**config.mk**
```make
export PLATFORM = sky130hd
export DESIGN_NAME = hcd_top
export DESIGN_NICKNAME = d
export VERILOG_FILES = /design/src/shared/hcd_pkg.sv /design/src/hdl/hcd_top.sv
export SDC_FILE = /design/constraint.sdc
export NUM_CORES = 1
export LEC_CHECK = 0
export ABC_CLOCK_PERIOD_IN_PS = 2800
export BUFFER_PORTS_ARGS = -buffer_cell sky130_fd_sc_hd__buf_2
export CORE_ASPECT_RATIO = 0.9
export CORE_MARGIN = 2
export CORE_UTILIZATION = 40
export DETAILED_ROUTE_END_ITERATION = 16
export PLACE_DENSITY_LB_ADDON = 0.08
export RECOVER_POWER = 50
export REMOVE_ABC_BUFFERS = 1
export SLEW_MARGIN = 25
export SYNTH_ARGS = -nofsm -noshare
export SYNTH_HDL_FRONTEND = slang
export SYNTH_SLANG_ARGS = --single-unit
```
**constraint.sdc**
```tcl
create_clock -name clk -period 2.8 [get_ports clk]
set_input_delay 0.28 -clock clk [delete_from_list [all_inputs] [get_ports clk]]
set_output_delay 0.28 -clock clk [all_outputs]
set_load 0.01 [all_outputs]
```
**src/shared/hcd_pkg.sv**
```systemverilog
// Package for the Hall commutation decoder: modes, field widths, reset values.
// Assumes a single 20 MHz clock domain and a plain register port.
package hcd_pkg;
   localparam int unsigned CLK_HZ        = 20_000_000;
   localparam int unsigned ADDR_W        = 4;
   localparam int unsigned DATA_W        = 32;
   localparam int unsigned PAT_W         = 3;
   localparam int unsigned MC_W          = 16;
   // Register offsets (byte addresses)
   localparam logic [3:0]  OFS_CTRL      = 4'h0;
   localparam logic [3:0]  OFS_HALL_SH   = 4'h4;
   localparam logic [3:0]  OFS_MC_SH     = 4'h8;
   localparam logic [3:0]  OFS_STATUS    = 4'hc;
   // Control field positions
   localparam int unsigned CTRL_FUNCTION_SELECT_LSB = 0;
   localparam int unsigned CTRL_TWO_HALL = 2;
   localparam int unsigned CTRL_TRIG_SEL = 3;
   localparam int unsigned CTRL_SYNC_LSB = 4;
   localparam int unsigned CTRL_MC_REQ   = 6;
   localparam int unsigned CTRL_HALL_LOAD = 7;
   localparam int unsigned HALL_EXP_LSB  = 3;
   // Reset values
   localparam logic [1:0]  FUNCTION_SELECT_RST      = 2'h0;
   localparam logic [2:0]  PAT_RST       = 3'h0;
   localparam logic [15:0] MC_RST        = 16'h0000;

   typedef enum logic [1:0] {
      HCD_MODE_HALL   = 2'h0,
      HCD_MODE_QUAD   = 2'h1,
      HCD_MODE_MC     = 2'h2,
      HCD_MODE_MCQUAD = 2'h3
   } hcd_mode_t;

   // Event lines toward the timer and PWM slices
   typedef struct packed {
      logic edge_detect_pulse;
      logic correct_event_line;
      logic wrong_event_line;
      logic stop_request_line;
      logic service_request;
   } hcd_events_t;
endpackage

```
**src/hdl/hcd_top.sv**
```systemverilog
// Hall commutation decoder with multi-channel pattern output.
// Assumes Hall pins and trigger inputs are asynchronous; register port is synchronous.
`timescale 1ns/10ps
`default_nettype none
module hcd_top (
   input  wire logic                          clk,
   input  wire logic                          rst,
   input  wire logic [hcd_pkg::ADDR_W-1:0]    addr,
   input  wire logic [hcd_pkg::DATA_W-1:0]    wdata,
   input  wire logic                          wr,
   input  wire logic                          rd,
   output logic      [hcd_pkg::DATA_W-1:0]    rdata,
   input  wire logic [2:0]                    hall_in,
   input  wire logic [1:0]                    delayed_sample_trigger_inputs,
   input  wire logic [3:0]                    pattern_update_sync,
   output hcd_pkg::hcd_events_t               events,
   output logic                               pattern_update_request,
   output logic      [hcd_pkg::MC_W-1:0]      channel_pattern_bus
);
   // Control and shadow registers
   logic [1:0]  function_select_q;
   logic        two_hall_q;
   logic        trig_sel_q;
   logic [1:0]  sync_sel_q;
   logic [2:0]  current_hall_pattern_q, expected_hall_pattern_q;
   logic [2:0]  current_hall_pattern_shadow_q, expected_hall_pattern_shadow_q;
   logic [15:0] multichannel_pattern_shadow_q;
   logic [2:0]  last_sample_q;
   logic        glitch_seen_q, wrong_seen_q;
   // Synchronisers
   logic [2:0]  hall_s1_q, hall_s2_q, hall_prev_q;
   logic [1:0]  trg_s1_q, trg_s2_q, trg_prev_q;
   logic [3:0]  sync_s1_q, sync_s2_q;
   logic [2:0]  sample_d;
   logic        hall_mode, hall_ready_trigger, multichannel_update_trigger;
   logic        is_glitch, is_correct;
   logic        hall_load;

   // Mask off third sensor in two-sensor topology
   function automatic logic [2:0] hcd_mask(input logic [2:0] p, input logic two);
      hcd_mask = two ? {1'b0, p[1:0]} : p;
   endfunction

   // Two-flop synchronisers for all pin inputs
   always_ff @(posedge clk) begin
      if (rst) begin
         hall_s1_q <= 3'h0;
         hall_s2_q <= 3'h0;
         trg_s1_q  <= 2'h0;
         trg_s2_q  <= 2'h0;
         sync_s1_q <= 4'h0;
         sync_s2_q <= 4'h0;
      end else begin
         hall_s1_q <= hall_in;
         hall_s2_q <= hall_s1_q;
         trg_s1_q  <= delayed_sample_trigger_inputs;
         trg_s2_q  <= trg_s1_q;
         sync_s1_q <= pattern_update_sync;
         sync_s2_q <= sync_s1_q;
      end
   end

   // Edge history after synchronisation
   always_ff @(posedge clk) begin
      if (rst) begin
         hall_prev_q <= 3'h0;
         trg_prev_q  <= 2'h0;
      end else begin
         hall_prev_q <= hall_s2_q;
         trg_prev_q  <= trg_s2_q;
      end
   end

   assign hall_mode = (function_select_q == hcd_pkg::HCD_MODE_HALL);
   // Rising edge of selected delayed trigger starts verification
   assign hall_ready_trigger = hall_mode && trg_s2_q[trig_sel_q]
                               && !trg_prev_q[trig_sel_q];
   assign sample_d   = hcd_mask(hall_s2_q, two_hall_q);
   assign is_glitch  = (sample_d == current_hall_pattern_q);
   assign is_correct = !is_glitch && (sample_d == expected_hall_pattern_q);
   assign multichannel_update_trigger = pattern_update_request
                                        && sync_s2_q[sync_sel_q];
   // Software copy of both shadows, arms the compare pair before the first event
   assign hall_load = wr && addr == hcd_pkg::OFS_CTRL && wdata[hcd_pkg::CTRL_HALL_LOAD];

   // Event outputs, registered one-cycle pulses
   always_ff @(posedge clk) begin
      if (rst) begin
         events <= '0;
      end else begin
         events.edge_detect_pulse <= hall_mode &&
            (hcd_mask(hall_s2_q, two_hall_q) != hcd_mask(hall_prev_q, two_hall_q));
         events.correct_event_line <= hall_ready_trigger && is_correct;
         events.wrong_event_line   <= hall_ready_trigger && !is_glitch && !is_correct;
         events.stop_request_line  <= hall_ready_trigger && !is_correct;
         events.service_request    <= hall_ready_trigger;
      end
   end

   // Compare patterns reload on correct event
   always_ff @(posedge clk) begin
      if (rst) begin
         current_hall_pattern_q  <= hcd_pkg::PAT_RST;
         expected_hall_pattern_q <= hcd_pkg::PAT_RST;
      end else if ((hall_ready_trigger && is_correct) || hall_load) begin
         current_hall_pattern_q  <= current_hall_pattern_shadow_q;
         expected_hall_pattern_q <= expected_hall_pattern_shadow_q;
      end
   end

   // Sticky status of last verification, set wins over clear
   always_ff @(posedge clk) begin
      if (rst) begin
         last_sample_q <= hcd_pkg::PAT_RST;
         glitch_seen_q <= 1'b0;
         wrong_seen_q  <= 1'b0;
      end else begin
         if (hall_ready_trigger) begin
            last_sample_q <= sample_d;
         end
         if (hall_ready_trigger && is_glitch) begin
            glitch_seen_q <= 1'b1;
         end else if (wr && addr == hcd_pkg::OFS_STATUS && wdata[0]) begin
            glitch_seen_q <= 1'b0;
         end
         if (hall_ready_trigger && !is_glitch && !is_correct) begin
            wrong_seen_q <= 1'b1;
         end else if (wr && addr == hcd_pkg::OFS_STATUS && wdata[1]) begin
            wrong_seen_q <= 1'b0;
         end
      end
   end

   // Software writes to control and shadows
   always_ff @(posedge clk) begin
      if (rst) begin
         function_select_q              <= hcd_pkg::FUNCTION_SELECT_RST;
         two_hall_q                     <= 1'b0;
         trig_sel_q                     <= 1'b0;
         sync_sel_q                     <= 2'h0;
         current_hall_pattern_shadow_q  <= hcd_pkg::PAT_RST;
         expected_hall_pattern_shadow_q <= hcd_pkg::PAT_RST;
         multichannel_pattern_shadow_q  <= hcd_pkg::MC_RST;
      end else if (wr) begin
         unique case (addr)
            hcd_pkg::OFS_CTRL: begin
               function_select_q <= wdata[hcd_pkg::CTRL_FUNCTION_SELECT_LSB +: 2];
               two_hall_q        <= wdata[hcd_pkg::CTRL_TWO_HALL];
               trig_sel_q        <= wdata[hcd_pkg::CTRL_TRIG_SEL];
               sync_sel_q        <= wdata[hcd_pkg::CTRL_SYNC_LSB +: 2];
            end
            hcd_pkg::OFS_HALL_SH: begin
               current_hall_pattern_shadow_q  <= wdata[2:0];
               expected_hall_pattern_shadow_q <= wdata[hcd_pkg::HALL_EXP_LSB +: 3];
            end
            hcd_pkg::OFS_MC_SH: begin
               multichannel_pattern_shadow_q <= wdata[15:0];
            end
            default: begin
            end
         endcase
      end
   end

   // Update request: set by software or Hall correct event, cleared on the sync trigger
   always_ff @(posedge clk) begin
      if (rst) begin
         pattern_update_request <= 1'b0;
      end else if ((wr && addr == hcd_pkg::OFS_CTRL && wdata[hcd_pkg::CTRL_MC_REQ])
                   || (hall_ready_trigger && is_correct)) begin
         pattern_update_request <= 1'b1;
      end else if (multichannel_update_trigger) begin
         pattern_update_request <= 1'b0;
      end
   end

   // Multi-channel shadow loads the bus on the sync trigger, except in quadrature mode
   always_ff @(posedge clk) begin
      if (rst) begin
         channel_pattern_bus <= hcd_pkg::MC_RST;
      end else if (multichannel_update_trigger
                   && function_select_q != hcd_pkg::HCD_MODE_QUAD) begin
         channel_pattern_bus <= multichannel_pattern_shadow_q;
      end
   end

   // Read port, data valid one cycle after strobe
   always_ff @(posedge clk) begin
      if (rst) begin
         rdata <= '0;
      end else if (rd) begin
         unique case (addr)
            hcd_pkg::OFS_CTRL:    rdata <= {25'h0, pattern_update_request, sync_sel_q,
                                            trig_sel_q, two_hall_q, function_select_q};
            hcd_pkg::OFS_HALL_SH: rdata <= {26'h0, expected_hall_pattern_shadow_q,
                                            current_hall_pattern_shadow_q};
            hcd_pkg::OFS_MC_SH:   rdata <= {16'h0, multichannel_pattern_shadow_q};
            hcd_pkg::OFS_STATUS:  rdata <= {21'h0, last_sample_q, expected_hall_pattern_q,
                                            current_hall_pattern_q, wrong_seen_q,
                                            glitch_seen_q};
            default:              rdata <= '0;
         endcase
      end else begin
         rdata <= '0;
      end
   end

   // Assertions
   property p_stop_cause;
      @(posedge clk) disable iff (rst)
      events.stop_request_line |-> $past(hall_ready_trigger) && !$past(is_correct);
   endproperty
   a_stop_cause: assert property (p_stop_cause) else $error("stop without cause");
   property p_correct_excl;
      @(posedge clk) disable iff (rst)
      events.correct_event_line |-> !events.wrong_event_line && !events.stop_request_line;
   endproperty
   a_correct_excl: assert property (p_correct_excl) else $error("correct with stop");
   property p_reload;
      @(posedge clk) disable iff (rst)
      (hall_ready_trigger && is_correct) |=>
         current_hall_pattern_q == $past(current_hall_pattern_shadow_q);
   endproperty
   a_reload: assert property (p_reload) else $error("current pattern not reloaded");
   property p_wrong_stop;
      @(posedge clk) disable iff (rst)
      events.wrong_event_line |-> events.stop_request_line && events.service_request;
   endproperty
   a_wrong_stop: assert property (p_wrong_stop) else $error("wrong without stop");
   property p_srv;
      @(posedge clk) disable iff (rst) hall_ready_trigger |=> events.service_request;
   endproperty
   a_srv: assert property (p_srv) else $error("no service request");
   property p_mc_hold;
      @(posedge clk) disable iff (rst)
      !$past(multichannel_update_trigger) |-> $stable(channel_pattern_bus);
   endproperty
   a_mc_hold: assert property (p_mc_hold) else $error("bus changed without trigger");
   property p_no_hall;
      @(posedge clk) disable iff (rst)
      !hall_mode |=> !events.edge_detect_pulse && !events.service_request;
   endproperty
   a_no_hall: assert property (p_no_hall) else $error("Hall event outside Hall mode");
   property p_edge;
      @(posedge clk) disable iff (rst)
      (hall_mode && hall_s2_q != hall_prev_q && !two_hall_q) |=> events.edge_detect_pulse;
   endproperty
   a_edge: assert property (p_edge) else $error("edge missed");
   property p_glitch;
      @(posedge clk) disable iff (rst)
      (hall_ready_trigger && is_glitch) |=>
         events.stop_request_line && !events.wrong_event_line;
   endproperty
   a_glitch: assert property (p_glitch) else $error("glitch not flagged as stop");
   property p_correct_req;
      @(posedge clk) disable iff (rst)
      events.correct_event_line |-> pattern_update_request;
   endproperty
   a_correct_req: assert property (p_correct_req) else $error("correct without request");
   property p_mc_load;
      @(posedge clk) disable iff (rst)
      (multichannel_update_trigger && function_select_q != hcd_pkg::HCD_MODE_QUAD) |=>
         channel_pattern_bus == $past(multichannel_pattern_shadow_q);
   endproperty
   a_mc_load: assert property (p_mc_load) else $error("pattern not loaded");
   property p_quad_hold;
      @(posedge clk) disable iff (rst)
      (function_select_q == hcd_pkg::HCD_MODE_QUAD) |=> $stable(channel_pattern_bus);
   endproperty
   a_quad_hold: assert property (p_quad_hold) else $error("bus loaded in quad mode");
   property p_req_clear;
      @(posedge clk) disable iff (rst)
      (multichannel_update_trigger && !hall_ready_trigger && !wr) |=> !pattern_update_request;
   endproperty
   a_req_clear: assert property (p_req_clear) else $error("request not cleared");
   property p_hall_load;
      @(posedge clk) disable iff (rst)
      hall_load |=> expected_hall_pattern_q == $past(expected_hall_pattern_shadow_q);
   endproperty
   a_hall_load: assert property (p_hall_load) else $error("expected not loaded");
   property p_two_hall;
      @(posedge clk) disable iff (rst)
      (two_hall_q && hall_s2_q[1:0] == hall_prev_q[1:0]) |=> !events.edge_detect_pulse;
   endproperty
   a_two_hall: assert property (p_two_hall) else $error("third sensor seen");
   c_correct: cover property (@(posedge clk) disable iff (rst) events.correct_event_line);
   c_wrong:   cover property (@(posedge clk) disable iff (rst) events.wrong_event_line);
   c_mc:      cover property (@(posedge clk) disable iff (rst) multichannel_update_trigger);
   c_glitch:  cover property (@(posedge clk) disable iff (rst) hall_ready_trigger && is_glitch);
   c_load:    cover property (@(posedge clk) disable iff (rst) hall_load);
endmodule
`default_nettype wire

```
==> results.cfg <==
[power_and_ir_drop]
powerDensity_nw_per_um2 = 584.3
power_leakage_nw = 1.754
ir_worst_vdd_v = 0.0003008

[setup_path]
reg2regPathDepth = 4
worst-setup-path-type = in -> reg
required_ps = 3110
worst-path-max-fanout = 18
start_kind = input port
worst_ep_arrival_time_ps = 2350
cp-end-kind = flop

[place]
hpwl_mm = 6.329
gp_congestion = 0.8491
port_buffers = 70

[route]
via_per_inst = 4.958
drc_errors = 0
routedWlPerCell_um = 15.37
wl_mm = 9.251
dr.pass1.iters = 4
vias = 2985
dr.first_iter.drc_count = 121
antenna_left = 0

[hold_path]
hp-class = in -> reg
holdPathStages = 2

[die]
die_w_um = 109.3
initial_utilization_pct = 41.16
rows = 34
die-area_um2 = 10800
die_h_um = 98.78
ioPinCount = 103
core_area_um2 = 9699

[clock_tree]
cts_max_level = 3
cts_tree = done
clk_latency_ps = 370
cts_resized = 0
cts_sinks = 100
cts_buffer_depth = 2
ctsHoldBuffers = 0
cts_buffers = 9
post-cts-setup-buffers = 0
cts_root_buf = clkbuf_8
clk_pin_slew_worst_paths_ps = 100

[finish]
nFillCells = 957
nets = 520
n_antenna_cell = 0
area_growth_pct = 13.91
regArea_um2 = 2002
multiInputGateArea_um2 = 1809
drive_gt1_share_pct = 13.66

[synth]
yosys-top-cells-area = dfxtp_1, mux2i_1, nor2b_1, nand2_1, mux4_2
syn_inst = 408
yosysMostFrequentCell = dfxtp_1
ys.warnings.count = 0
synth_area_leader_cell = dfxtp_1
synth_edf_count = 0
synth_ff_type = dfxtp_1
synthDistinctLibCells = 44
synth_top_area_share_pct = 50.14
ys_seq_area_share_pct = 50.14
yosys_register_bits = 100
yosys-top-cells-count = dfxtp_1, nand2_1, nor2b_1, nor2_1, a21oi_1
avgSynthCellArea_um2 = 9.786
synthArstFlopShare_pct = 0
syn_area_um2 = 3993

[timing]
hold_viol = 0
finalCritPeriodShare_pct = 72.92
hold-worst-slack_ps = 117.4
maxSlewViolCount = 0
fin_crit_ps = 2042
rsz0062_at_grt = false
tightest_slew_ps = 1260
finalSetupViolCount = 0
timing.setup.tns_ps = 0
max_freq_ghz = 0.4898
slew_headroom_pct = 15.99
skew_ps = 17.55

[run]
drv_cap = 0

[grt]
gr-total-overflow = 0
grt.total_usage_pct = 18.07
grt_max_degree = 51
grt_pass1_wl_mm = 14.81
first_global_vias = 2808
antenna_found_initial = 0

[run_status]
status = finished clean
==> critical path: stages <==
cell      delay, ps
clkbuf_1        900
nor2_1          350
clkbuf_1        330
nand2_1         260
nand2_1          80
a21oi_1         140
==> placed cells by master (no fill, tap or decap), drive strengths merged, types with 2 or more instances in the layout <==
master,netlist,routed
nor2b,41,41
or3b,2,2
nand3b,2,2
buf,28,35
mux4,7,7
conb,1,16
nand4,2,2
xor2,4,4
nand3,8,8
clkbuf,11,52
a21oi,28,28
o2111ai,6,6
nand2,52,52
and4,6,6
a31oi,7,7
xnor2,5,5
nor3,4,4
inv,3,3
and2,7,7
clkinv,0,2
o211ai,7,7
mux2i,27,27
nor2,35,35
a32oi,2,2
dfxtp,100,100
bufinv,0,2
==> metal layers <==
layer | wire length, µm | up-vias | track usage (%)
met5 | 0 | - | 0
met4 | 59 | 0 | 5.063
met3 | 587 | 4 | 5.489
met2 | 4028 | 94 | 27.19
met1 | 4575 | 1398 | 25.18
li1 | - | 1489 | -
==> where the power goes <==
| group | internal, mW | switching (mW) | leakage [nW] |
|---|---|---|---|
| logic | 0.0583 | 0.102 | 0.834 |
| registers | 1.45 | 0.0126 | 0.811 |
| clock network | 0.532 | 0.508 | 0.110 |
| total | 2.03 | 0.623 | 1.75 |
==> worst paths after layout <==
path	endpoint	slack, ps	startpoint
min	sync_s1_q[2]	120	pattern_update_sync[2]
max	trig_sel_q	760	addr[2]
min reg2reg	trg_s2_q[0]	440	trg_s1_q[0]
max reg2reg	channel_pattern_bus[10]	910	sync_sel_q[0]
==> state kept, by name (all words and copies together) (netlist names), 2 cells and up <==
signal / count
expected_hall_pattern_q: 3
trg_s1_q: 2
trg_prev_q: 2
current_hall_pattern_shadow_q: 3
rdata: 16
hall_prev_q: 3
sync_s2_q: 4
sync_sel_q: 2
trg_s2_q: 2
multichannel_pattern_shadow_q: 16
function_select_q: 2
current_hall_pattern_q: 3
last_sample_q: 3
expected_hall_pattern_shadow_q: 3
hall_s1_q: 3
sync_s1_q: 4
events: 5
hall_s2_q: 3
channel_pattern_bus: 16
==> cells by family (layout without fill, tap and decap cells) <==
kind of cell | count (synthesis) | after routing | share of synthesized area [%]
multiplexers | 34 | 34 | 10.72
buffers and inverters | 42 | 95 | 5.954
other | 1 | 16 | 0.09392
AO/OA/AOI/OAI | 56 | 56 | 9.746
flip-flops | 100 | 100 | 50.14
AND/OR/NAND/NOR | 166 | 166 | 21.37
XOR/XNOR | 9 | 9 | 1.974
==> cell type report <==
| class | count | area share (%) |
|---|---|---|
| sequential | 100 | 44.02 |
| inverter | 3 | 0.2476 |
| clock buffer | 11 | 3.109 |
| tap | 126 | 3.466 |
| multi-input combinational | 281 | 39.78 |
| clock inverter | 5 | 1.871 |
| timing repair buffer | 76 | 7.510 |
==> per-stage QoR <==
step / power, mW / worst slack (ps) / std cells / instance area, µm² / utilization, %
finish: 2.658 / 758.2 / 602 / 4548 / 46.89
global route: 2.761 / 478.5 / 602 / 4548 / 46.89
CTS: 2.692 / 908.7 / 602 / 4602 / 47.45
detailed placement: 1.654 / 862.5 / 586 / 4375 / 45.11
global placement: 1.652 / 857.9 / 586 / 4375 / 45.11
floorplan: 1.566 / 958.4 / 384 / 3822 / -
No activity file was read; power rests on OpenSTA's default activity.
